## src/rtl/cbt_defines.svh

```systemverilog
// Constants for the CAN interrupt, error-state and bit-timing block.
// How it works
// - Bit 13 reads transmitter bus-off state.
// - Bits 12, 11 read passive states.
// - Bits 10, 9 read warning states.
// - Bit 8 reads either warning state.
// - Bit 5 sets on new error state.
// - Bit 7 sets on invalid message.
// - Bit 6 sets on bus wake-up.
// - Bit 3 sets on FIFO almost full.
// - Bit 2 sets on receive overflow.
// - Bits 1, 0 set on buffer events.
// - Enable register mirrors flags, rest reads zero.
// - Error counters read as one word.
// - Jump width is field plus one quanta.
// - Quantum is two times prescaler plus one.
// - Bit 14 routes wake-up through filter.
// - Phase two length is field plus one.
// - Select bit picks programmed or derived length.
// - Bit 6 picks three samples or one.
// - Phase one length is field plus one.
// - Propagation length is field plus one.
`ifndef CBT_DEFINES_SVH
`define CBT_DEFINES_SVH

// ****************************************
// Register indices on the plain port
// ****************************************
`define CBT_IDX_FLAGS    3'h0
`define CBT_IDX_IRQ_EN   3'h1
`define CBT_IDX_ERR_CNT  3'h2
`define CBT_IDX_BT_CFG1  3'h3
`define CBT_IDX_BT_CFG2  3'h4

// ****************************************
// Field positions and masks
// ****************************************
`define CBT_F_INVALID    7
`define CBT_F_WAKE       6
`define CBT_F_ERROR      5
`define CBT_F_FIFO       3
`define CBT_F_RXOVF      2
`define CBT_F_RXBUF      1
`define CBT_F_TXBUF      0
`define CBT_FLAG_IMPL    8'hef
`define CBT_CFG2_MASK    16'h47ff
`define CBT_SJW_HI       7
`define CBT_SJW_LO       6
`define CBT_BRP_HI       5
`define CBT_BRP_LO       0
`define CBT_WFILT_BIT    14
`define CBT_PH2_HI       10
`define CBT_PH2_LO       8
`define CBT_PH2_SEL_BIT  7
`define CBT_TRIPLE_BIT   6
`define CBT_PH1_HI       5
`define CBT_PH1_LO       3
`define CBT_PROP_HI      2
`define CBT_PROP_LO      0

// ****************************************
// Reset values and timing counts
// ****************************************
`define CBT_ZERO8        8'h00
`define CBT_ZERO16       16'h0000
`define CBT_TQ_ONE       5'h01
`define CBT_IPT_TQ       5'h02
`define CBT_FILT_CYC     8'h04

`endif

```

## src/rtl/cbt_pkg.sv

```systemverilog
// Types shared by the CAN interrupt, error-state and bit-timing block.
package cbt_pkg;

   // Bit-timing segment of the nominal bit.
   typedef enum logic [1:0] {
      CBT_SEG_SYNC  = 2'b00,
      CBT_SEG_TSEG1 = 2'b01,
      CBT_SEG_TSEG2 = 2'b10
   } cbt_seg_t;

   // Error states reported by the protocol engine.
   typedef struct packed {
      logic tx_bus_off_state;
      logic tx_error_passive_state;
      logic rx_error_passive_state;
      logic tx_warning_state;
      logic rx_warning_state;
   } cbt_err_state_t;

   // One-cycle event pulses from buffers and engine.
   typedef struct packed {
      logic invalid_msg;
      logic fifo_almost_full;
      logic rx_overflow;
      logic rx_buffer;
      logic tx_buffer;
   } cbt_evt_t;

   // Results of the bit timer.
   typedef struct packed {
      logic sample_bit;
      logic sample_valid;
      logic bit_start;
   } cbt_bt_out_t;

   // Whole state of the block.
   typedef struct packed {
      logic [7:0]  flags;
      logic [7:0]  en;
      logic [15:0] cnt;
      logic [7:0]  cfg1;
      logic [15:0] cfg2;
      logic [15:0] rdata;
      logic [5:0]  st_prev;
      logic [2:0]  rx_hist;
      logic        filt_line;
      logic [7:0]  filt_cnt;
      logic        wake_prev;
      logic        edge_prev;
      logic [6:0]  pre_cnt;
      cbt_seg_t    seg;
      logic [4:0]  seg_cnt;
      logic [4:0]  seg_len;
      logic        resync_done;
      cbt_bt_out_t bt;
      logic        irq;
   } cbt_state_t;

endpackage

```

## src/rtl/cbt_core.sv

```systemverilog
// CAN interrupt flags, error-state status, counters and bit timer.
//
// The address-and-strobe port and the placing of the registers were decided locally.
`timescale 1ns/1ps
`default_nettype none
`include "cbt_defines.svh"

module cbt_core #(
   parameter logic [7:0] FILT_CYC = `CBT_FILT_CYC
) (
   // Clock and reset.
   input  wire logic                    sys_clk,
   input  wire logic                    arst_n,
   // Register port.
   input  wire logic [2:0]              reg_addr,
   input  wire logic [15:0]             reg_wdata,
   input  wire logic                    reg_wr,
   input  wire logic                    reg_rd,
   output logic [15:0]                  reg_rdata,
   // Protocol engine status and counters.
   input  wire cbt_pkg::cbt_err_state_t err_st,
   input  wire logic [7:0]              tx_error_counter,
   input  wire logic [7:0]              rx_error_counter,
   // Buffer and engine events.
   input  wire cbt_pkg::cbt_evt_t       evt,
   // Bus receive line from the transceiver.
   input  wire logic                    can_rx,
   // Bit timer results and interrupt.
   output cbt_pkg::cbt_bt_out_t         bt_out,
   output logic                         irq
);

   // ****************************************
   // Helpers
   // ****************************************

   // Smaller of two quanta counts.
   function automatic logic [4:0] cbt_min(
      input logic [4:0] a,
      input logic [4:0] b
   );
      cbt_min = (a < b) ? a : b;
   endfunction

   // Majority of three samples.
   function automatic logic cbt_maj(
      input logic [2:0] s
   );
      cbt_maj = (s[0] & s[1]) | (s[0] & s[2]) | (s[1] & s[2]);
   endfunction

   // ****************************************
   // State
   // ****************************************

   cbt_pkg::cbt_state_t state_reg;   // Registered state.
   cbt_pkg::cbt_state_t state_next;  // Next state.

   logic [5:0]  status;     // Live error-state bits 13 down to 8.
   logic [15:0] flag_word;  // Flag register as software sees it.
   logic [7:0]  flag_set;   // Hardware set requests this cycle.
   logic        wake_src;   // Line seen by the wake-up detector.
   logic [4:0]  sjw_tq;     // Jump width in quanta.
   logic [4:0]  prop_tq;    // Propagation segment in quanta.
   logic [4:0]  ph1_tq;     // Phase one in quanta.
   logic [4:0]  ph2_prog;   // Programmed phase two in quanta.
   logic [4:0]  ph2_tq;     // Phase two actually used.
   logic [6:0]  pre_top;    // Last prescaler count of a quantum.
   logic        tq_tick;    // End of a time quantum.
   logic        rx_fall;    // Recessive to dominant edge.

   // ****************************************
   // Decoded fields
   // ****************************************

   // Status bits are taken live so software sees the engine now.
   always_comb begin
      status[5] = err_st.tx_bus_off_state;
      status[4] = err_st.tx_error_passive_state;
      status[3] = err_st.rx_error_passive_state;
      status[2] = err_st.tx_warning_state;
      status[1] = err_st.rx_warning_state;
      status[0] = err_st.tx_warning_state
                | err_st.rx_warning_state;
      flag_word = {2'b00, status, state_reg.flags};
   end

   // Timing fields are all field value plus one quantum.
   always_comb begin
      sjw_tq   = {3'b000, state_reg.cfg1[`CBT_SJW_HI:`CBT_SJW_LO]}
               + `CBT_TQ_ONE;
      prop_tq  = {2'b00, state_reg.cfg2[`CBT_PROP_HI:`CBT_PROP_LO]}
               + `CBT_TQ_ONE;
      ph1_tq   = {2'b00, state_reg.cfg2[`CBT_PH1_HI:`CBT_PH1_LO]}
               + `CBT_TQ_ONE;
      ph2_prog = {2'b00, state_reg.cfg2[`CBT_PH2_HI:`CBT_PH2_LO]}
               + `CBT_TQ_ONE;
      // Derived length never drops below the processing time.
      if (state_reg.cfg2[`CBT_PH2_SEL_BIT]) begin
         ph2_tq = ph2_prog;
      end else if (ph1_tq > `CBT_IPT_TQ) begin
         ph2_tq = ph1_tq;
      end else begin
         ph2_tq = `CBT_IPT_TQ;
      end
      // Quantum spans 2 x (prescaler + 1) clocks.
      pre_top = {state_reg.cfg1[`CBT_BRP_HI:`CBT_BRP_LO], 1'b1};
      // Wrap at or past the top so a smaller prescaler written in
      // mid-quantum never lets the counter run the long way round.
      tq_tick = (state_reg.pre_cnt >= pre_top);
   end

   // ****************************************
   // Event sources
   // ****************************************

   // Edges are judged on the raw line; the filter serves wake-up only.
   always_comb begin
      if (state_reg.cfg2[`CBT_WFILT_BIT]) begin
         wake_src = state_reg.filt_line;
      end else begin
         wake_src = can_rx;
      end
      rx_fall = state_reg.edge_prev & ~can_rx;
      flag_set                 = `CBT_ZERO8;
      flag_set[`CBT_F_INVALID] = evt.invalid_msg;
      flag_set[`CBT_F_WAKE]    = state_reg.wake_prev
                               & ~wake_src;
      flag_set[`CBT_F_ERROR]   = |(status
                               & ~state_reg.st_prev);
      flag_set[`CBT_F_FIFO]    = evt.fifo_almost_full;
      flag_set[`CBT_F_RXOVF]   = evt.rx_overflow;
      flag_set[`CBT_F_RXBUF]   = evt.rx_buffer;
      flag_set[`CBT_F_TXBUF]   = evt.tx_buffer;
   end

   // ****************************************
   // Next state
   // ****************************************

   // All register, flag, filter and timer updates in one place.
   always_comb begin
      state_next = state_reg;

      // Clear-only flags: a written 0 clears, a set in the same
      // cycle wins so no event is lost.
      if (reg_wr && reg_addr == `CBT_IDX_FLAGS) begin
         state_next.flags = state_reg.flags & reg_wdata[7:0];
      end
      state_next.flags = (state_next.flags | flag_set)
                       & `CBT_FLAG_IMPL;

      // Enable and timing registers; unused bits stay zero.
      if (reg_wr && reg_addr == `CBT_IDX_IRQ_EN) begin
         state_next.en = reg_wdata[7:0] & `CBT_FLAG_IMPL;
      end
      if (reg_wr && reg_addr == `CBT_IDX_BT_CFG1) begin
         state_next.cfg1 = reg_wdata[7:0];
      end
      if (reg_wr && reg_addr == `CBT_IDX_BT_CFG2) begin
         state_next.cfg2 = reg_wdata & `CBT_CFG2_MASK;
      end

      // Counters are copied each cycle from the engine.
      state_next.cnt = {tx_error_counter, rx_error_counter};

      // Read data stand only in the cycle after the strobe.
      state_next.rdata = `CBT_ZERO16;
      if (reg_rd) begin
         case (reg_addr)
            `CBT_IDX_FLAGS: begin
               state_next.rdata = flag_word;
            end
            `CBT_IDX_IRQ_EN: begin
               state_next.rdata = {`CBT_ZERO8, state_reg.en};
            end
            `CBT_IDX_ERR_CNT: begin
               state_next.rdata = state_reg.cnt;
            end
            `CBT_IDX_BT_CFG1: begin
               state_next.rdata = {`CBT_ZERO8, state_reg.cfg1};
            end
            `CBT_IDX_BT_CFG2: begin
               state_next.rdata = state_reg.cfg2;
            end
            default: begin
               state_next.rdata = `CBT_ZERO16;
            end
         endcase
      end

      // Edge history for error entry, wake-up and resync.
      state_next.st_prev   = status;
      state_next.wake_prev = wake_src;
      state_next.edge_prev = can_rx;
      state_next.rx_hist   = {state_reg.rx_hist[1:0], can_rx};

      // Line filter: a change must hold FILT_CYC clocks to pass,
      // which rejects glitches at the cost of wake-up latency.
      if (can_rx == state_reg.filt_line) begin
         state_next.filt_cnt = `CBT_ZERO8;
      end else if (state_reg.filt_cnt >= FILT_CYC - 8'h01) begin
         state_next.filt_line = can_rx;
         state_next.filt_cnt  = `CBT_ZERO8;
      end else begin
         state_next.filt_cnt = state_reg.filt_cnt + 8'h01;
      end

      // Interrupt request from any enabled flag.
      state_next.irq = |(state_reg.flags & state_reg.en);

      // Quantum prescaler.
      state_next.bt.sample_valid = 1'b0;
      state_next.bt.bit_start    = 1'b0;
      if (tq_tick) begin
         state_next.pre_cnt = 7'h00;
      end else begin
         state_next.pre_cnt = state_reg.pre_cnt + 7'h01;
      end

      // Bit timer: sync, then prop plus phase one, then phase two.
      case (state_reg.seg)
         cbt_pkg::CBT_SEG_SYNC: begin
            if (tq_tick) begin
               state_next.seg     = cbt_pkg::CBT_SEG_TSEG1;
               state_next.seg_cnt = 5'h00;
               state_next.seg_len = prop_tq + ph1_tq;
            end
         end
         cbt_pkg::CBT_SEG_TSEG1: begin
            if (rx_fall && !state_reg.resync_done) begin
               // Late edge: lengthen phase one by up to the jump.
               state_next.seg_len = state_reg.seg_len
                  + cbt_min(state_reg.seg_cnt + `CBT_TQ_ONE,
                            sjw_tq);
               state_next.resync_done = 1'b1;
            end else if (tq_tick) begin
               if (state_reg.seg_cnt + `CBT_TQ_ONE
                   >= state_reg.seg_len) begin
                  // Sample point.
                  state_next.bt.sample_valid = 1'b1;
                  if (state_reg.cfg2[`CBT_TRIPLE_BIT]) begin
                     state_next.bt.sample_bit =
                        cbt_maj(state_reg.rx_hist);
                  end else begin
                     state_next.bt.sample_bit =
                        state_reg.rx_hist[0];
                  end
                  state_next.seg     = cbt_pkg::CBT_SEG_TSEG2;
                  state_next.seg_cnt = 5'h00;
                  state_next.seg_len = ph2_tq;
               end else begin
                  state_next.seg_cnt = state_reg.seg_cnt
                                     + `CBT_TQ_ONE;
               end
            end
         end
         cbt_pkg::CBT_SEG_TSEG2: begin
            if (rx_fall && !state_reg.resync_done) begin
               // Early edge: shorten phase two by up to the jump.
               state_next.resync_done = 1'b1;
               if (state_reg.seg_len - state_reg.seg_cnt
                   <= sjw_tq) begin
                  state_next.seg          = cbt_pkg::CBT_SEG_TSEG1;
                  state_next.seg_cnt      = 5'h00;
                  state_next.seg_len      = prop_tq + ph1_tq;
                  state_next.pre_cnt      = 7'h00;
                  state_next.bt.bit_start = 1'b1;
               end else begin
                  state_next.seg_len = state_reg.seg_len
                                     - sjw_tq;
               end
            end else if (tq_tick) begin
               if (state_reg.seg_cnt + `CBT_TQ_ONE
                   >= state_reg.seg_len) begin
                  state_next.seg          = cbt_pkg::CBT_SEG_SYNC;
                  state_next.seg_cnt      = 5'h00;
                  state_next.resync_done  = 1'b0;
                  state_next.bt.bit_start = 1'b1;
               end else begin
                  state_next.seg_cnt = state_reg.seg_cnt
                                     + `CBT_TQ_ONE;
               end
            end
         end
         default: begin
            state_next.seg = cbt_pkg::CBT_SEG_SYNC;
         end
      endcase
      if (state_next.bt.bit_start) begin
         state_next.resync_done = 1'b0;
      end
   end

   // ****************************************
   // Registers
   // ****************************************

   // Flags, counters and enables clear at reset; the line filter
   // and edge history start recessive so reset is no wake-up.
   always_ff @(posedge sys_clk or negedge arst_n) begin
      if (!arst_n) begin
         state_reg           <= '0;
         state_reg.filt_line <= 1'b1;
         state_reg.wake_prev <= 1'b1;
         state_reg.edge_prev <= 1'b1;
         state_reg.rx_hist   <= 3'b111;
         state_reg.seg       <= cbt_pkg::CBT_SEG_SYNC;
      end else begin
         state_reg <= state_next;
      end
   end

   assign reg_rdata = state_reg.rdata;
   assign bt_out    = state_reg.bt;
   assign irq       = state_reg.irq;
endmodule
`default_nettype wire

```

## config.mk

```make
export PLATFORM = sky130hd
export DESIGN_NAME = cbt_core
export DESIGN_NICKNAME = d
export VERILOG_FILES = /design/src/rtl/cbt_pkg.sv /design/src/rtl/cbt_core.sv
export VERILOG_INCLUDE_DIRS = /design/src /design/src/rtl
export SDC_FILE = /design/constraint.sdc
export NUM_CORES = 1
export LEC_CHECK = 0
export BUFFER_PORTS_ARGS = -buffer_cell sky130_fd_sc_hd__buf_2
export CORE_ASPECT_RATIO = 1.1
export CORE_MARGIN = 2
export CORE_UTILIZATION = 50
export CTS_BUF_LIST = sky130_fd_sc_hd__clkbuf_2
export CTS_CLUSTER_SIZE = 30
export DETAILED_ROUTE_END_ITERATION = 16
export PLACE_DENSITY_LB_ADDON = 0.1
export SLEW_MARGIN = 20
export SYNTH_ARGS = -nofsm -noshare
export SYNTH_HDL_FRONTEND = slang
export SYNTH_SLANG_ARGS = --single-unit
export TNS_END_PERCENT = 100
```

## constraint.sdc

```tcl
create_clock -name sys_clk -period 3.9 [get_ports sys_clk]
set_clock_uncertainty 0.15 [all_clocks]
set_input_delay 0.78 -clock sys_clk [delete_from_list [all_inputs] [get_ports sys_clk]]
set_output_delay 0.78 -clock sys_clk [all_outputs]
set_load 0.02 [all_outputs]
```

# [Word level (Yosys, flattened, before mapping)]
# Index checks and enable logic that the tools add are counted.
[classes] n_addsub=11 n_lt_le_gt_ge=6 n_eq_ne=20 muxes=43 bitwise_logic=17 n_reduce_logical=18
[ops] operator="case mux 16 bit (5 select lines)" count=1
[ops] operator="2-to-1 mux 7 bit" count=6
[ops] operator="2-to-1 mux 5 bit" count=6
[ops] operator="case mux 10 bit (3 select lines)" count=1
[ops] operator="2-to-1 mux 12 bit" count=2
[ops] operator="2-to-1 mux 8 bit" count=3
[ops] operator="!= test 3 bit, second input constant" count=6
[ops] operator="AND 8 bit" count=2
[ops] operator="2-to-1 mux 1 bit" count=16
[ops] operator="2-to-1 mux 16 bit" count=1
[ops] operator="2-to-1 mux 14 bit" count=1
[ops] operator="adder 3 x 1 -> 4 bit, second input constant" count=3
[ops] operator="!= test 2 bit, second input constant" count=5
[ops] operator="adder 8 x 1 -> 8 bit, second input constant" count=1
[ops] operator=">= comparator 8 x 2 -> 1 bit, second input constant" count=1
[ops] operator="2-to-1 mux 4 bit" count=2
[ops] operator="!= test 4 bit, second input constant" count=2
[ops] operator="OR 8 bit" count=1
[ops] operator="AND reduction 4 bit" count=2
[ops] operator="OR reduction 8 bit" count=1
[ops] operator="adder 7 x 1 -> 7 bit, second input constant" count=1
[ops] operator=">= comparator 7 bit" count=1
[ops] operator="AND reduction 7 bit" count=1
[ops] operator="AND 6 bit" count=1
[ops] operator="other kinds (32)" count=48
[totals] reg_bits=110 in_bits=50 word_cells=136

# [Depth between registers and ports, before layout]
# Gate-level depths: netlist (run 1).
[depth] depth_word=8 mapped_depth=15 ltp_nobuf=15

# [Least setup slack after synthesis (run 1)]
# OpenSTA, ideal clock, no wires.
[synth_path] kind="register to register" start="register state_reg[82] (netlist bit)" end="register state_reg[9] (netlist bit)" setup_ps=129 arrival_time_ps=2990 slack_ps=632 path_stages_with_launch=16 period_less_slack_ps=3268 cell_sequence="dfrtp_1 -> ha_1 -> inv_1 -> ha_1 -> a21o_1 -> a21oi_1 -> nand3_1 -> mux2i_1 -> ha_1 -> fa_1 -> a21o_1 -> a21oi_1 -> xnor2_1 -> nor3_1 -> o21ai_0 -> a31oi_1"
[synth_between] elab_chain_len=6 word_cells_on_any_way=10 classes_between="add/sub: 3; order compare: 2; mux: 5"
[synth_lines] item="start, declared" line="cbt_core.sv:56" source="cbt_pkg::cbt_state_t state_reg;"
[synth_lines] item="start signal, assigned" line="cbt_core.sv:310" source="state_reg <= state_next;"
[synth_lines] item="adder 2 x 1 -> 3 bit (no line) *"
[synth_lines] item="< comparator 5 x 3 -> 1 bit" line="cbt_core.sv:42" source="cbt_min = (a < b) ? a : b;"
[synth_lines] item="2-to-1 mux 5 bit" line="cbt_core.sv:42"
[synth_lines] item="adder 5 bit" line="cbt_core.sv:233" source="state_next.seg_len = state_reg.seg_len"
[synth_lines] item="2-to-1 mux 5 bit" line="cbt_core.sv:231" source="if (rx_fall && !state_reg.resync_done) begin"
[synth_lines] item="case mux 10 bit (3 select lines) *" line="cbt_core.sv:222" source="case (state_reg.seg)"
# Mark *: on every way between the ends. The rest lies on a longest branch, timed or not. The select of a mux whose other input is x is not followed.
# A chain may end at the register's enable or synchronous reset.

# [Final worst setup path (run 1)]
[layout_path] start="register state_reg[83] (netlist bit)" end="register state_reg[9] (netlist bit)"
# Same word-level chain as after synthesis.

==> results by stage, run 1 <==
Outcome:
- The run finished with clean final reports.

Power:
- The total net switching power is 1.58 mW.
- The share of total power in sequential cells is 38.8%.
- The part of the total power dissipated in combinational logic is 46.9%.
- The worst vdd rail ir drop is 0.336 mV.
- The switching share of power is 41.1%.
- The analysis attributes to cell leakage a power of 3.02 nW.
- The internal power of the cells totals roughly 2.3 mW.
- The clock group share of total power is 14.3%.
- The total power is between 3 and 4 mW.
- The power per cell area is 601 nW/um^2.

Placement:
- The final estimated routing congestion in global placement is 0.855.
- The total of buffers placed on input and output ports is 65.
- Once placement finished, the instance area stood at approximately 6300 sq um.
- The worst setup slack before clock tree synthesis is 0.378 ns.
- Detailed placement ended at an HPWL of a little under 10000 microns.

Final layout:
- The filler cells instantiated in the layout total 1051.
- The final design area excluding fillers is 6400 sq um.
- The flip-flop count of the largest register after layout is 74.
- The net count of the finished layout is 701.
- Compared with the post-synthesis result, the final layout area differs by 8.03%.
- The fraction of final layout cells sized beyond drive strength 1 is 23.6%.
- The number of antenna diodes in the final layout is 0.

Die:
- The die height is 118 microns.
- The core box area is 11500 sq um.
- The floorplan step defined a die boundary enclosing 12700 sq um.
- The row count is 41.
- In this run the horizontal extent of the chip is 108 microns.
- During I/O placement, the number of pins put on the boundary was 70.
- The initial core utilization is 51.5%.

Timing:
- At the pin with the least slew margin, the transition time is ~0.9 ns.
- The worst hold margin is approximately 0.11 ns.
- The setup slack after layout is about 0.39 ns.
- Setup repair after global routing left no endpoint under its margin.
- The sum of negative setup slack is 0 ns.
- The maximum achievable frequency is approximately 280 MHz.
- The smallest clock period supported by the final layout is computed as roughly 3.5 ns.
- The final-report hold violation count is 0.
- The final period utilization is between 90% and 100%.
- The max-slew violation total from the final report is 0.
- Setup violations remaining at the end of the flow were counted as 0.
- In this run the tightest slew margin relative to its limit is 39.9%.

Clocking:
- The H-tree level count is 3.
- The number of clock buffers added by TritonCTS is 9.
- The clock drives 109 sinks.
- The post-cts resize count is 0.
- TritonCTS built the clock tree.
- The clock network latency to the later pin of the worst-skew pair is 0.60 ns.
- After clock tree synthesis, the clock-pin slew on the worst setup and hold paths is 0.29 ns.
- The maximum clock insertion buffer count is 2.
- The tree is rooted in a sky130_fd_sc_hd__clkbuf_2.

Logic synthesis:
- In this run, distinct cell masters in the synthesized netlist total 71.
- The synthesized design spends more area on one cell type than any other, namely sky130_fd_sc_hd__dfrtp_1.
- In this run, synthesis produced a sequential element count of roughly 110.
- The share of the yosys chip area belonging to registers is between 40% and 50%.
- Sorting the synthesized cells by area gives the leading types as sky130_fd_sc_hd__dfrtp_1 (44%), sky130_fd_sc_hd__ha_1 (8.7%), sky130_fd_sc_hd__mux2_2 (6.3%).
- After synthesis the cells add up to 5920 sq um.
- By instance count, the leading cell after synthesis is sky130_fd_sc_hd__dfrtp_1.
- A synthesized cell averages 10.8 sq um.
- Yosys mapped a number of flops with a built-in enable equal to 0.
- After synthesis, the most frequently instantiated cells are sky130_fd_sc_hd__dfrtp_1 (104), sky130_fd_sc_hd__nor2_1 (49), sky130_fd_sc_hd__ha_1 (41).
- For this run, the number of Yosys warnings is 0.
- For this run, the leading register cell type out of synthesis is sky130_fd_sc_hd__dfrtp_1.
- The share of the synthesized area in the top cell type is between 40% and 50%.
- The post-synthesis instance total is 550.
- Counting flops with an async set or reset pin after synthesis yields a share of 100%.

Routing:
- The number of vias per cell is 5.40.
- The final antenna-violating net count is 0.
- The routed design has 12500 microns of wire.
- The routed length per placed instance is roughly 16 microns.
- The first detailed-routing pass ran for 4 iterations.
- Summing over every cut layer, the via total after detailed routing is between 4000 and 5000.
- The first routing iteration left roughly 190 violations.
- The remaining design rule violation count is 0.

Global routing:
- The first global-routing pass estimated 21200 microns of wire.
- The largest net degree at the start of global routing is 52.
- The global router's overall resource usage is between 20% and 30%.
- The number of global-route vias before repair came to 4290.
- The global route total overflow is 0.
- The initial antenna violation count is 0.

Flow run:
- Across the run, the number of max-cap violations was 0.

Worst setup path:
- STA classifies the critical path startpoint as a flip-flop.
- The critical path starts at state_reg[83]$_DFFE_PN0P_.
- The startpoint of the worst register-to-register path is state_reg[83]$_DFFE_PN0P_.
- The type of the worst setup path is flip-flop to flip-flop.
- STA classifies the critical path endpoint as a flip-flop.
- The critical path required time is 4.28 ns.
- The largest driver fanout on the critical path is 4.
- STA puts the critical path data arrival time at 3.89 ns.

Min path:
- The startpoint of the tightest hold check path is rx_error_counter[0].
- The kind of path behind the tightest hold check is primary input to flip-flop.
-- critical path, cell delays in order (launching register included) --
cell and delay, ns:
sky130_fd_sc_hd__dfrtp_1 0.46, sky130_fd_sc_hd__ha_1 0.35, sky130_fd_sc_hd__inv_1 0.11, sky130_fd_sc_hd__ha_1 0.30, sky130_fd_sc_hd__a21o_1 0.15, sky130_fd_sc_hd__a21oi_1 0.14
sky130_fd_sc_hd__nand3_1 0.16, sky130_fd_sc_hd__mux2i_1 0.17, sky130_fd_sc_hd__ha_1 0.21, sky130_fd_sc_hd__fa_1 0.41, sky130_fd_sc_hd__a21o_1 0.22, sky130_fd_sc_hd__a21oi_1 0.18
sky130_fd_sc_hd__xnor2_1 0.14, sky130_fd_sc_hd__nor3_1 0.05, sky130_fd_sc_hd__o21ai_0 0.18, sky130_fd_sc_hd__a31oi_1 0.10
-- layer usage --
| metal | vias to the layer above | GRT usage (%) | share of wire, % |
|---|---|---|---|
| met1 | 1980 | 26.8 | 43 |
| met4 | 0 | 8.25 | 2.7 |
| met3 | 23 | 2.98 | 3.2 |
| met2 | 86 | 36.4 | 51 |
| met5 | - | 0 | 0 |
| li1 | 2018 | - | - |
-- cells in the final DEF (no fill, tap or decap), types with 14 or more instances in the layout --
cell type	n
sky130_fd_sc_hd__nand2_1	19
sky130_fd_sc_hd__a21oi_1	39
sky130_fd_sc_hd__o21ai_0	21
sky130_fd_sc_hd__ha_1	41
sky130_fd_sc_hd__dfrtp_1	104
sky130_fd_sc_hd__nor2_1	49
sky130_fd_sc_hd__mux2_2	33
sky130_fd_sc_hd__inv_1	39
sky130_fd_sc_hd__a22oi_1	14
sky130_fd_sc_hd__mux2i_1	14
sky130_fd_sc_hd__buf_2	64
-- power by group through the flow --
stage	combinational (mW)	sequential [mW]	clock, mW
floorplan	1.40	1.45	0
global placement	1.72	1.50	0
detailed placement	1.80	1.51	0
CTS	1.81	1.49	0.572
global route	2.03	1.52	0.609
finish	1.80	1.49	0.550
-- layout make-up --
type	instances	area, sq um	share of cell area [%]
Multi-Input combinational cell	371	2800	43.7
Sequential cell	109	2730	42.7
Tap cell	150	188	2.93
Inverter	41	154	2.41
Timing Repair Buffer	74	398	6.22
Clock inverter	7	80.1	1.25
Clock buffer	9	45.0	0.704
-- stage by stage --
| stage | util [%] | cells |
|---|---|---|
| after detailed placement | 54.5 | 744 |
| after CTS | 55.7 | 761 |
| after floorplan | - | 556 |
| after global routing | 55.7 | 761 |
| final | 55.7 | 761 |
| after global placement | 54.5 | 744 |
-- timing repair --
item / 4_1_cts / 5_1_grt
hold endpoints to repair: 20 / 0
buffers inserted: 0 / 0
hold buffers: 1 / 0
-- cell families after synthesis --
logic type | Yosys count | share of synthesized area, %
muxes | 47 | 8.64
DFF | 109 | 46.2
other | 1 | 0.0633
buffers and inverters | 76 | 6.95
and+or+nand+nor | 129 | 11.0
AOI/OAI and AO/OA | 118 | 13.4
xor gates and xnor gates | 25 | 3.70
adders and majority gates | 45 | 10.0
-- worst paths after layout --
check                           slack, ns  depth (start not counted)                        to
worst min register to register       0.24                          0   state_reg[37]$_DFF_PN1_
worst max register to register       0.39                         15  state_reg[9]$_DFFE_PN0P_
worst max-delay path                 0.39                         15  state_reg[9]$_DFFE_PN0P_
max in group asynchronous            2.16                          3    reg_rdata[0]$_DFF_PN0_
min in group asynchronous            0.53                          2  state_reg[4]$_DFFE_PN0P_
worst min-delay path                 0.11                          1   state_reg[84]$_DFF_PN0_
Note: power is estimated with default switching activity, not from simulation.
==> inputs of run 2 (changes only) <==
--- a/config.mk
+++ b/config.mk
@@ -8,7 +8,7 @@
 export LEC_CHECK = 0
 export BUFFER_PORTS_ARGS = -buffer_cell sky130_fd_sc_hd__buf_2
 export CORE_ASPECT_RATIO = 1.1
-export CORE_MARGIN = 2
+export CORE_MARGIN = 10
 export CORE_UTILIZATION = 50
 export CTS_BUF_LIST = sky130_fd_sc_hd__clkbuf_2
 export CTS_CLUSTER_SIZE = 30
==> run 2 against run 1 <==
  * Largest cell class unchanged
  * Final area about the same
  * Via count down 0.32%
  * Critical path depth down 1
  * Clock power up 4.0%
  * Die area up 30%
  * Power up 0.92%
  * Critical path type unchanged
  * Worst setup slack worse by 0.12 ns
  * Sequential power about the same
  * Highest routed layer unchanged
  * Clock-buffer cell count unchanged
==> results by stage, run 2 (same netlist as run 1, synthesis figures left out) <==
Timing:
- The final-report hold violation count is 0 (unchanged).
- The maximum achievable frequency is 275 MHz (-3.3%).
- The slew of the pin with the lowest slew margin was 0.900 ns (+0.00128 ns).
- Setup repair after global routing left no endpoint under its margin.
- The sum of negative setup slack came to 0 ns (unchanged).
- The shortest period the worst path allows came to 3.63 ns (+0.119 ns).
- The headroom to the max-slew limit is 39.8% (-0.085 points).
- The final period utilization is 93.1% (+3.0 points).
- The max-slew violation total from the final report is 0 (unchanged).
- The final number of setup-violating endpoints was 0 (unchanged).
- The setup slack after layout is 0.269 ns (-0.119 ns).

Worst setup path:
- The buffer and inverter count on the worst path is 0 (-1).
- The critical path required time is 4.29 ns (about the same).
- The cell family with the largest share of critical-path delay is adder cells.
- The highest cell delay on the worst timing path came to 0.55 ns (+0.09 ns).
- The internal reg-to-reg setup slack is 0.27 ns (-0.12 ns).
- The arrival time reported for the critical path endpoint is 4.02 ns (+0.13 ns).
- The type of element launching the critical path is a flip-flop.
- STA classifies the critical path endpoint as a flip-flop.
- The cell with the biggest individual delay on the critical path is sky130_fd_sc_hd__dfrtp_2.
- The most used cell along the critical path is sky130_fd_sc_hd__ha_1.
- The largest driver fanout on the critical path is 8 (+4).
- The signal on the critical path passes through ha_1 > xor2_1 > ha_1 > a21oi_1 > nand3_1 > mux2i_1 > ha_1 > fa_1 > a21o_1 > a21oi_1 > xnor2_1 > nor3_1 > o21ai_0 > a31oi_1.
- By startpoint and endpoint, the worst setup path is classified as flip-flop to flip-flop.

Power:
- The leakage power is 3.01 nW (-0.48%).
- The power per cell area is 606 nW/um^2 (+0.84%).
- The worst vdd rail ir drop is 0.289 mV (-14%).

Die:
- The core box area is 11500 sq um (+0.45%).
- The row count is 41 (unchanged).
- The die height is 134 microns (+14%).
- The count of pins on the block boundary is 70 (unchanged).
- The initial core utilization is 51.3% (-0.23 points).
- The full die area was 16600 sq um (+30%).
- The floorplan die width is 124 microns (+15%).

Routing:
- The routed length per placed instance is 17.3 microns (+5.1%).
- The total routed wirelength came to 13100 microns (+4.8%).
- The vias after detailed routing came to 4094 (-0.32%).
- The iteration count of the initial detailed-routing pass is 4 (unchanged).
- The final antenna-violating net count was 0 (unchanged).
- The number of vias per cell is 5.39 (about the same).
- The first-iteration detailed-routing DRC count is 247 (+31%).
- The remaining design rule violation count is 0 (unchanged).

Global routing:
- The met1 usage in global routing came to 20.1% (-6.7 points).
- The global-route track usage on met3 came to 3.44% (+0.46 points).
- The wire length of the first global-routing pass is 21700 microns (+2.5%).
- The number of global-route vias before repair is 4263 (-0.63%).
- The largest net degree at the start of global routing is 81 (+56%).
- The global router's overall resource usage is 16.5% (-4.7 points).
- In this run the most used layer during global routing was met2.
- The initial antenna violation count is 1 (+1).
- The global-route track usage on met2 is 28.3% (-8.1 points).
- The global route total overflow is 0 (unchanged).

Final layout:
- The most common cell after layout, fill and taps aside is sky130_fd_sc_hd__dfrtp_1.
- The net count of the finished layout is 698 (-0.43%).
- The fraction of final layout cells sized beyond drive strength 1 is 23.4% (-0.21 points).
- The layout overhead on the synthesized area is 8.11% (about the same).
- In the layout the commonest cells are sky130_fd_sc_hd__dfrtp_1 (103), sky130_fd_sc_hd__buf_2 (64), sky130_fd_sc_hd__nor2_1 (49), sky130_fd_sc_hd__ha_1 (41).
- The flip-flop count of the largest register after layout was 74 (unchanged).
- The final design area excluding fillers is 6400 sq um (about the same).

Clocking:
- The clock-pin slew on the worst setup and hold paths is 0.32 ns (+0.03 ns).
- In this run the clock root is driven by a sky130_fd_sc_hd__clkbuf_2.
- The maximum clock insertion buffer count came to 2 (unchanged).
- The H-tree level count came to 3 (unchanged).
- The clock network latency to the later pin of the worst-skew pair is 0.60 ns (about the same).
- The number of sinks driven by the clock tree was 109 (unchanged).
- The TritonCTS clock tree is done.
- The post-CTS setup repair buffer count is 0 (unchanged).
- The clock buffer count from CTS is 9 (unchanged).

Placement:
- The final estimated routing congestion in global placement is 0.919 (+7.5%).
- The cell area reported after detailed placement is 6250 sq um (-0.16%).
- The final HPWL from detailed placement is 10200 microns (+5.2%).
- The worst setup slack before clock tree synthesis was 0.279 ns (-0.0982 ns).
- The total of buffers placed on input and output ports is 65 (unchanged).

Outcome:
- The flow ran to the end, and the final reports show no timing, DRC or antenna violations.

Min path:
- The kind of path behind the tightest hold check is primary input to flip-flop.

Flow run:
- The count of max-cap constraint violations is 0 (unchanged).
run 2: what timing repair did:
item                                    CTS  global route
gates resized for setup                   0             1
endpoints found under the hold margin    26             0
endpoints found under the setup margin    0             1
hold buffers                              1             0
run 2: path summary, 6_finish.rpt:
kind / from / end / cells past startpoint
max: state_reg[10]$_DFFE_PN0P_ / state_reg[9]$_DFFE_PN0P_ / 14
max in group asynchronous: arst_n / state_reg[25]$_DFF_PN1_ / 3
min: tx_error_counter[6] / state_reg[98]$_DFF_PN0_ / 1
min in group asynchronous: arst_n / state_reg[11]$_DFFE_PN0P_ / 2
min reg2reg: state_next[37]$_DFF_PN1_ / state_reg[37]$_DFF_PN1_ / 0
max reg2reg: state_reg[10]$_DFFE_PN0P_ / state_reg[9]$_DFFE_PN0P_ / 14
run 2: cell type report:
class	instances	area, sq um
Multi-Input combinational cell	371	2800
Sequential cell	109	2740
Inverter	41	154
Clock inverter	7	91.3
Tap cell	150	188
Clock buffer	9	45.0
Timing Repair Buffer	71	388
Fill cell	1072	5140
Antenna cell	1	2.50
run 2: report_power, final:
group	internal [mW]	leakage (nW)	switching, mW	total [mW]
clock network	0.164	0.0774	0.408	0.572
logic	0.795	1.62	1.00	1.80
registers	1.30	1.31	0.203	1.51
run 2: worst register-to-register path, delay by kind of cell (launching register included):
| family | cells | cell delay [ns] |
|---|---|---|
| flops | 1 | 0.55 |
| compound gates | 5 | 0.79 |
| fa+ha+maj | 4 | 1.21 |
| simple gates | 2 | 0.31 |
| xor+xnor | 2 | 0.40 |
| mux | 1 | 0.17 |
run 2: metal layers:
layer | routed length, microns | vias up
li1 | - | 2003
met2 | 6880 | 75
met1 | 5640 | 2004
met5 | 0 | -
met3 | 469 | 12
met4 | 160 | 0
run 2: stage by stage:
step	util, %	hold slack [ns]	cells	power (mW)
floorplan	-	0.204	556	2.85
global placement	54.2	0.206	741	3.26
detailed placement	54.2	0.210	741	3.32
CTS	55.4	0.0496	758	3.90
global route	55.5	0.00579	759	4.21
finish	55.5	0.0991	759	3.88
